`src/rtl/prfh_cfg.svh`:
```
/*
  Constants for the upper physical request filter: register byte offsets,
  field positions, reset values and node-ID layout.
  Assumes it is included by bare name from the rtl/ folder.
*/
`ifndef PRFH_CFG_SVH
`define PRFH_CFG_SVH

`define PRFH_ADDR_W        9
`define PRFH_SET_OFS       9'h110
`define PRFH_CLR_OFS       9'h114
`define PRFH_STAT_OFS      9'h128
`define PRFH_FILT_RST      32'h0000_0000
`define PRFH_STAT_RST      32'h0000_0000
`define PRFH_REMOTE_BIT    31
`define PRFH_NODE_BITS     31
`define PRFH_LOCAL_BUS     10'h3FF
`define PRFH_BCAST_NODE    6'h3F
`define PRFH_STAT_CNT_LSB  16
`define PRFH_CODE_NONE     3'h0
`define PRFH_CODE_PHYS     3'h1
`define PRFH_CODE_ASYNC    3'h2
`define PRFH_CODE_REJECT   3'h3
`define PRFH_CODE_OTHER    3'h4

`endif

```
`src/rtl/prfh_pkg.sv`:
```
/*
  Types shared by the upper physical request filter modules.
  Assumes prfh_cfg.svh is compiled alongside; holds no constants itself.
*/
package prfh_pkg;

  typedef logic [31:0] prfh_word_t;
  typedef logic [15:0] prfh_node_id_t;

  typedef enum logic [1:0] {
    PRFH_BUS_IDLE,
    PRFH_BUS_ACK
  } prfh_bus_st_t;

  typedef enum logic [2:0] {
    PRFH_RT_NONE,
    PRFH_RT_PHYS,
    PRFH_RT_ASYNC,
    PRFH_RT_REJECT,
    PRFH_RT_OTHER
  } prfh_route_t;

endpackage : prfh_pkg

```
`src/rtl/prfh_filter.sv`:
```
/*
  Upper physical request filter: set/clear register pair on an Avalon-MM
  slave with one wait state, plus the per-request routing decision.
  Assumes a single clock, synchronous request inputs and a master that
  holds its request until it samples waitrequest low.
*/
// The Avalon-MM register port was left to the implementer.
// Function
// - filter at a set and clear address
// - top bit accepts all remote-bus nodes
// - bit n selects local node n plus 32
// - set node bit routes to physical context
// - asynchronous filter checked before physical filter
// - clear node bit routes to asynchronous context
// - filter resets to all zeros
// - asynchronous stage accepts only enabled nodes
`timescale 1ns/1ps
`include "prfh_cfg.svh"

module prfh_filter
  import prfh_pkg::*;
(
  input  wire logic                     clk,
  input  wire logic                     rst_n,
  input  wire logic [`PRFH_ADDR_W-1:0]  avs_address,
  input  wire logic                     avs_read,
  input  wire logic                     avs_write,
  input  wire logic [31:0]              avs_writedata,
  input  wire logic [3:0]               avs_byteenable,
  output logic [31:0]                   avs_readdata,
  output logic                          avs_waitrequest,
  input  wire logic                     req_valid,
  input  wire logic [15:0]              req_src_id,
  input  wire logic                     req_to_phys,
  input  wire logic [31:0]              node_async_accept_enable,
  output logic                          route_valid,
  output logic                          route_phys,
  output logic                          route_async,
  output logic                          route_reject,
  output logic                          route_not_upper,
  output logic                          accept_remote_bus_nodes,
  output logic [31:0]                   phys_filter
);

  prfh_bus_st_t   bus_st_r;
  prfh_word_t     filt_r;
  prfh_word_t     rdata_r;
  prfh_word_t     be_mask;
  prfh_route_t    last_rt_r;
  prfh_route_t    rt_nxt;
  logic [15:0]    phys_cnt_r;
  logic           hit_set;
  logic           hit_clr;
  logic           hit_stat;
  logic           wr_take;
  logic           in_upper;
  logic           async_ok;
  logic           phys_ok;
  logic           rv_r;
  logic           rphys_r;
  logic           rasync_r;
  logic           rrej_r;
  logic           rother_r;
  logic [2:0]     rt_code;

  // address decode; exact compare so misaligned addresses count as unmapped
  assign hit_set  = (avs_address == `PRFH_SET_OFS);
  assign hit_clr  = (avs_address == `PRFH_CLR_OFS);
  assign hit_stat = (avs_address == `PRFH_STAT_OFS);

  assign be_mask = {{8{avs_byteenable[3]}}, {8{avs_byteenable[2]}},
                    {8{avs_byteenable[1]}}, {8{avs_byteenable[0]}}};

  // one wait state: the first cycle of every request stalls, the second ends it
  assign avs_waitrequest = (avs_read | avs_write) & (bus_st_r == PRFH_BUS_IDLE);
  assign wr_take         = avs_write & (bus_st_r == PRFH_BUS_ACK);

  always_ff @(posedge clk) begin
    if (!rst_n) begin
      bus_st_r <= PRFH_BUS_IDLE;
    end else begin
      case (bus_st_r)
        PRFH_BUS_IDLE: begin
          if (avs_read | avs_write) begin
            bus_st_r <= PRFH_BUS_ACK;
          end
        end
        PRFH_BUS_ACK: begin
          bus_st_r <= PRFH_BUS_IDLE;
        end
        default: begin
          bus_st_r <= PRFH_BUS_IDLE;
        end
      endcase
    end
  end

  // read data is captured in the stall cycle so it stands at the ack edge
  always_ff @(posedge clk) begin
    if (!rst_n) begin
      rdata_r <= `PRFH_FILT_RST;
    end else if (avs_read && bus_st_r == PRFH_BUS_IDLE) begin
      if (hit_set || hit_clr) begin
        rdata_r <= filt_r;
      end else if (hit_stat) begin
        rdata_r <= {phys_cnt_r, 13'h0000, rt_code};
      end else begin
        rdata_r <= 32'h0000_0000;
      end
    end
  end

  assign avs_readdata = rdata_r;

  // only one bus write per cycle, so set and clear never collide
  always_ff @(posedge clk) begin
    if (!rst_n) begin
      filt_r <= `PRFH_FILT_RST;
    end else if (wr_take && hit_set) begin
      filt_r <= filt_r | (avs_writedata & be_mask);
    end else if (wr_take && hit_clr) begin
      filt_r <= filt_r & ~(avs_writedata & be_mask);
    end
  end

  assign phys_filter             = filt_r;
  assign accept_remote_bus_nodes = filt_r[`PRFH_REMOTE_BIT];

  prfh_route i_prfh_route (
    .src_id     (req_src_id),
    .phys_filt  (filt_r),
    .async_filt (node_async_accept_enable),
    .in_upper   (in_upper),
    .async_ok   (async_ok),
    .phys_ok    (phys_ok)
  );

  // the asynchronous filter is consulted first; physical filter only after it
  always_comb begin
    rt_nxt = PRFH_RT_NONE;
    if (!in_upper) begin
      rt_nxt = PRFH_RT_OTHER;
    end else if (!async_ok) begin
      rt_nxt = PRFH_RT_REJECT;
    end else if (req_to_phys && phys_ok) begin
      rt_nxt = PRFH_RT_PHYS;
    end else begin
      rt_nxt = PRFH_RT_ASYNC;
    end
  end

  // valid is a one-cycle pulse, kept apart from the flags that must hold
  always_ff @(posedge clk) begin
    if (!rst_n) begin
      rv_r <= 1'b0;
    end else begin
      rv_r <= req_valid;
    end
  end

  // routing flags hold until the next request; a filter write in the same
  // cycle as a request is not seen by it, the old filter decides
  always_ff @(posedge clk) begin
    if (!rst_n) begin
      rphys_r  <= 1'b0;
      rasync_r <= 1'b0;
      rrej_r   <= 1'b0;
      rother_r <= 1'b0;
    end else if (req_valid) begin
      rphys_r  <= (rt_nxt == PRFH_RT_PHYS);
      rasync_r <= (rt_nxt == PRFH_RT_ASYNC);
      rrej_r   <= (rt_nxt == PRFH_RT_REJECT);
      rother_r <= (rt_nxt == PRFH_RT_OTHER);
    end
  end

  assign route_valid     = rv_r;
  assign route_phys      = rphys_r;
  assign route_async     = rasync_r;
  assign route_reject    = rrej_r;
  assign route_not_upper = rother_r;

  // status: last outcome of the routing decision
  always_ff @(posedge clk) begin
    if (!rst_n) begin
      last_rt_r <= PRFH_RT_NONE;
    end else if (req_valid) begin
      last_rt_r <= rt_nxt;
    end
  end

  // grant count wraps; software must read differences, not totals
  always_ff @(posedge clk) begin
    if (!rst_n) begin
      phys_cnt_r <= 16'(`PRFH_STAT_RST);
    end else if (req_valid && rt_nxt == PRFH_RT_PHYS) begin
      phys_cnt_r <= phys_cnt_r + 16'h0001;
    end
  end

  always_comb begin
    case (last_rt_r)
      PRFH_RT_NONE: begin
        rt_code = `PRFH_CODE_NONE;
      end
      PRFH_RT_PHYS: begin
        rt_code = `PRFH_CODE_PHYS;
      end
      PRFH_RT_ASYNC: begin
        rt_code = `PRFH_CODE_ASYNC;
      end
      PRFH_RT_REJECT: begin
        rt_code = `PRFH_CODE_REJECT;
      end
      PRFH_RT_OTHER: begin
        rt_code = `PRFH_CODE_OTHER;
      end
      default: begin
        rt_code = `PRFH_CODE_NONE;
      end
    endcase
  end

endmodule : prfh_filter

```
`src/rtl/prfh_route.sv`:
```
/*
  Combinational node-ID comparison against the upper asynchronous and
  physical filters. Assumes node IDs are 10-bit bus number over 6-bit node.
*/
`timescale 1ns/1ps
`include "prfh_cfg.svh"

module prfh_route
  import prfh_pkg::*;
(
  input  wire prfh_node_id_t src_id,
  input  wire prfh_word_t    phys_filt,
  input  wire prfh_word_t    async_filt,
  output logic               in_upper,
  output logic               async_ok,
  output logic               phys_ok
);

  logic [9:0]                        bus_num;
  logic [5:0]                        node_num;
  logic                              remote;
  logic [`PRFH_NODE_BITS-1:0]        node_hit;

  assign bus_num  = src_id[15:6];
  assign node_num = src_id[5:0];
  assign remote   = (bus_num != `PRFH_LOCAL_BUS);

  // one decoder line per node 32..62; bit n is node n+32
  genvar i;
  generate
    for (i = 0; i < `PRFH_NODE_BITS; i++) begin : g_hit
      assign node_hit[i] = node_num[5] & (node_num[4:0] == 5'(i));
    end
  endgenerate

  // local broadcast node 63 and local nodes below 32 belong to other filters; every remote-bus node stays here
  assign in_upper = remote | (node_num[5] & (node_num != `PRFH_BCAST_NODE));

  always_comb begin
    if (remote) begin
      async_ok = async_filt[`PRFH_REMOTE_BIT];
      phys_ok  = phys_filt[`PRFH_REMOTE_BIT];
    end else begin
      async_ok = |(node_hit & async_filt[`PRFH_NODE_BITS-1:0]);
      phys_ok  = |(node_hit & phys_filt[`PRFH_NODE_BITS-1:0]);
    end
  end

endmodule : prfh_route

```
`config.mk`:
```
export PLATFORM = sky130hd
export DESIGN_NAME = prfh_filter
export DESIGN_NICKNAME = d
export VERILOG_FILES = /design/src/rtl/prfh_pkg.sv /design/src/rtl/prfh_filter.sv /design/src/rtl/prfh_route.sv
export VERILOG_INCLUDE_DIRS = /design/src /design/src/rtl
export SDC_FILE = /design/constraint.sdc
export NUM_CORES = 1
export LEC_CHECK = 0
export BUFFER_PORTS_ARGS = -buffer_cell sky130_fd_sc_hd__buf_2
export CAP_MARGIN = 10
export CORE_MARGIN = 2
export CORE_UTILIZATION = 25
export DETAILED_ROUTE_END_ITERATION = 7
export SETUP_SLACK_MARGIN = 0.4
export SKIP_CTS_REPAIR_TIMING = 1
export SYNTH_ARGS = -nofsm -noshare
export SYNTH_HDL_FRONTEND = slang
export SYNTH_SLANG_ARGS = --single-unit
```
`constraint.sdc`:
```
create_clock -name clk -period 3 [get_ports clk]
set_input_delay 0.6 -clock clk [delete_from_list [all_inputs] [get_ports clk]]
set_output_delay 0.6 -clock clk [all_outputs]
set_load 0.1 [all_outputs]
```
### Yosys cells after proc, flatten, opt, wreduce, memory -nomap -nowiden

Cells that the tools add are included.

* output and inout bits: 71
* logic and storage cells: 118
* input bits: 99
* flip-flop bits (word level): 89

* mux-type cells: 10
* reduce and logical (&&, ||, !) cells: 12
* equal/unequal tests: 43
* bitwise operators: 42
* add/sub/neg operators: 1

Operators by type and width (number)
* two-way mux 32 bit: 4
* == test 5 bit (second input constant): 15
* AND 32 bit: 2
* AND 31 bit: 2
* OR reduction 31 bit: 2
* == test 5 x 4 -> 1 bit (second input constant): 8
* AND 1 bit: 34
* NOT 32 bit: 1
* OR 32 bit: 1
* == test 9 bit (second input constant): 3
* == test 5 x 3 -> 1 bit (second input constant): 4
* adder 16 x 1 -> 16 bit (second input constant): 1
* == test 3 x 2 -> 1 bit (second input constant): 4
* case mux 3 bit (4 select lines): 1
* == test 5 x 2 -> 1 bit (second input constant): 2
* inequality test 10 bit (second input constant): 1
* == test 3 x 1 -> 1 bit (second input constant): 2
* == test 3 bit (second input constant): 2
* inequality test 6 bit (second input constant): 1
* == test 5 x 1 -> 1 bit (second input constant): 1
* logical AND 1 bit: 5
* logical NOT 5 bit: 1
* two-way mux 2 bit: 2
* two-way mux 3 bit: 1
* other kinds (6): 8

### Logic depth before layout (Yosys ltp)

* depth after elaboration: 11
* gate-level depth with buffers: 12

### Hierarchy

Synthesis repeated with hierarchy kept, for this count alone.

* cell total of the unflattened synthesis: 534
* area total of the unflattened synthesis: 4511.8 sq um

By module, submodules not included
* prfh_filter: sequential area each 1781.7 sq um, cells each 404, times used 1, area an instance 3667.3 sq um
* prfh_route: sequential area each 0.0 sq um, cells each 130, times used 1, area an instance 844.6 sq um

### Worst setup path before layout

No wires, ideal clock.

* path type: register -> register
* from: register with a tool-made name
* to: register phys_cnt_r[3]
* arrival time: 2658 ps
* clock period less this slack: 2728 ps
* buffers on the path: 0
* cell stages (with the launch flop): 9
* setup slack: 272 ps
* cell sequence: dfxtp_1 nor3b_1 a31oi_1 o41a_1 o31ai_2 nor4_4 or2_4 or4_1 a21oi_1

RTL lines
* end signal: assignment: line prfh_filter.sv:195 `` phys_cnt_r <= 16'(`PRFH_STAT_RST); ``
* end signal: assignment: line prfh_filter.sv:197 `phys_cnt_r <= phys_cnt_r + 16'h0001;`
* end: declaration: line prfh_filter.sv:51 `logic [15:0] phys_cnt_r;`

### Worst setup path in the final report

* from: input req_src_id[2]
* to: register rasync_r (netlist: route_async)

* longest elaborated chain between the ends: 10

Ends and longest elaborated chain
* start: declaration: line prfh_filter.sv:33 `input wire logic [15:0] req_src_id,`
* == test 5 x 1 -> 1 bit, or another cell as far along: line prfh_route.sv:32 `assign node_hit[i] = node_num[5] & (node_num[4:0] == 5'(i));`
* AND 1 bit: line prfh_route.sv:32
* AND 31 bit: line prfh_route.sv:45 `` phys_ok = |(node_hit & phys_filt[`PRFH_NODE_BITS-1:0]); ``
* OR reduction 31 bit: line prfh_route.sv:45
* two-way mux 1 bit: line prfh_route.sv:40 `if (remote) begin`
* logical AND 1 bit: line prfh_filter.sv:145 `end else if (req_to_phys && phys_ok) begin`
* two-way mux 2 bit: line prfh_filter.sv:145
* two-way mux 2 bit: line prfh_filter.sv:143 `end else if (!async_ok) begin`
* two-way mux 3 bit *: line prfh_filter.sv:141 `if (!in_upper) begin`
* == test 3 x 2 -> 1 bit *: line prfh_filter.sv:171 `rasync_r <= (rt_nxt == PRFH_RT_ASYNC);`
* end signal: assignment: line prfh_filter.sv:171
* end: declaration: line prfh_filter.sv:61 `logic rasync_r;`

Mark *: on every way between the ends. The rest lies on a longest branch, timed or not.
A chain may end at the register's enable or synchronous reset.

==> out/results.ini <==
[cells_and_area]
nets=797
fillers=1883
area_delta_synth_final_pct=33.8
utilization_pct=34.1
drive_gt1_share_pct=37.3
n_antenna_cell=0

[clock_tree]
clk_root_buffer_cell=clkbuf_16
insertion_delay_ps=350
cts_tree=built
cts_buffer_depth=2
cts_buffers=9
clock-sinks=89
htreeDepth=3
clk_pin_slew_worst_paths_ps=70

[worst_setup_path]
required_ps=3210
timing.critical_path.from_type=input pin
endpoint_kind=flip-flop
crit_type=input pin to flip-flop
critPathMaxFanout=12
cp.arrival_ps=2750

[sta]
finalCriticalPeriod_ps=2540
max_freq_mhz=394
rsz0062_at_grt=false
slew_headroom_pct=53.7
fin_crit_sh_pct=84.7
hold_violations=0
slew_viol_final=0
tns_ps=0
max_slew.worst_pin.slew_ps=695
setup_viol=0
hold_slack_ps=448
fin_worst_skew_ps=9.29

[logic_synthesis]
synth_seq_cells=89
yosys.area.top_type_share_pct=38.9
seq_area_frac_synth_pct=38.9
synth_top_area_cell=dfxtp_1
ys.flop_type=dfxtp_1
netlist_area_mm2=0.00458
synthCells=539
syn_avg_cell_area_um2=8.49
yosys.cell_count.top_type=dfxtp_1
yosys-top-cells-count=dfxtp_1, nor2_1, a21oi_1
syn_nets=639
synth_async_sr_flop_share_pct=0
synth_cell_types=67
synth_edf_count=0
ys_warn_count=0
synthTopCellsByArea=dfxtp_1, a21oi_1, nor2_1

[grt]
grt_pass1_wl_um=25000
antenna_found_initial=1
track_usage_pct=16.5
grt-ovfl-total=0
grt_pass1_vias=4393
grt_max_degree=35

[placement]
place.gp.congestion=0.879
port_buffers=169
dp_hpwl_um=12500

[power]
power.density_mw_per_mm2=482
ir_drop_mv=0.224
p_leak_nw=2.43

[floorplan]
row_count=49
io_pins=170
dieWidth_um=139
dieHeight_um=139
core_mm2=0.0180
fp.dieArea_mm2=0.0194
start_util_pct=25.5

[drt]
initialDrtViolationCount=336
postRouteAntennaNets=0
first_pass_iters=5
finalWirelength_um=16500
post_drt_wl_per_cell_um=17.8
post_drt_via_cell_ratio=5.06
drc=0
vias=4707

[job]
timing.max_cap.violations=0

[min_path]
hp-class=flip-flop to flip-flop

[run_status]
status=completed

==> area by class of cell <==
| cell class | count | area [um2] | area share [%] |
|---|---|---|---|
| clock buffers | 10 | 239 | 3.90 |
| clock inverters | 6 | 97.6 | 1.59 |
| inverters | 5 | 18.8 | 0.306 |
| multi-input cells | 397 | 2600 | 42.5 |
| flip-flops and latches | 89 | 1800 | 29.5 |
| well taps | 229 | 287 | 4.68 |
| repair buffers | 195 | 1080 | 17.6 |
==> path summary, 6_finish.rpt <==
kind	start	endpoint	slack [ps]	depth (start not counted)
hold / removal	avs_readdata[12]$_SDFFE_PN0P_	avs_readdata[12]$_SDFFE_PN0P_	450	2
setup reg to reg	flip-flop	phys_cnt_r[5]$_SDFFE_PN0P_	770	8
hold reg to reg	avs_readdata[12]$_SDFFE_PN0P_	avs_readdata[12]$_SDFFE_PN0P_	450	2
setup / recovery	req_src_id[2]	route_async$_SDFFE_PN0P_	460	10
==> metal layers <==
layer	wire [um]	vias to the layer above	share of wire [%]	GRT usage [%]
met1	7480	2201	45	22.0
met3	1040	16	6.3	3.51
li1	-	2326	-	-
met5	0	-	0	0
met2	7800	164	47	26.9
met4	212	0	1.3	4.73
==> kinds of logic (layout without fill, tap and decap cells) <==
group	Yosys count	in the layout	synth area share, %
buffers and inverters	53	216	6.01
muxes	19	19	5.08
DFF	89	89	38.9
AOI/OAI and AO/OA	135	135	21.0
and+or+nand+nor	235	235	27.4
adders and majority gates	1	1	0.273
xor gates and xnor gates	7	7	1.34
==> critical path, cell delays in order <==
cell	delay, ps
buf_2	160
mux4_2	530
nor4b_1	160
a31oi_1	150
nand3_1	150
o41ai_4	440
buf_12	180
o21ba_2	170
a21oi_1	150
nor2_1	60
==> report_power, final <==
| part | switching (mW) | internal [mW] | leakage [nW] | total, mW |
|---|---|---|---|---|
| Combinational | 0.322 | 0.135 | 1.53 | 0.457 |
| Sequential | 0.0137 | 1.20 | 0.731 | 1.22 |
| Clock | 0.516 | 0.765 | 0.165 | 1.28 |
| Total | 0.852 | 2.10 | 2.43 | 2.95 |
==> through the flow <==
step / area (um2) / instances / setup WS (ps) / power [mW]
after floorplan: 4600 / 539 / 403 / 1.55
after global placement: 5710 / 915 / 92.4 / 1.70
after detailed placement: 5710 / 915 / 66.8 / 1.70
after CTS: 6040 / 931 / 430 / 2.98
after global routing: 6120 / 931 / 402 / 3.05
final: 6120 / 931 / 459 / 2.95
==> cells in the final DEF (no fill, tap or decap), drive strengths merged, types with 8 or more instances in the layout <==
| cell | count |
|---|---|
| a21oi | 56 |
| nand3 | 25 |
| buf | 193 |
| nand3b | 8 |
| a311oi | 24 |
| dfxtp | 89 |
| a221oi | 18 |
| mux2i | 12 |
| nor3 | 25 |
| nor4 | 12 |
| nor2 | 57 |
| nand2 | 50 |
| nand2b | 13 |
| clkbuf | 12 |
No activity file was read; power rests on OpenSTA's default activity.
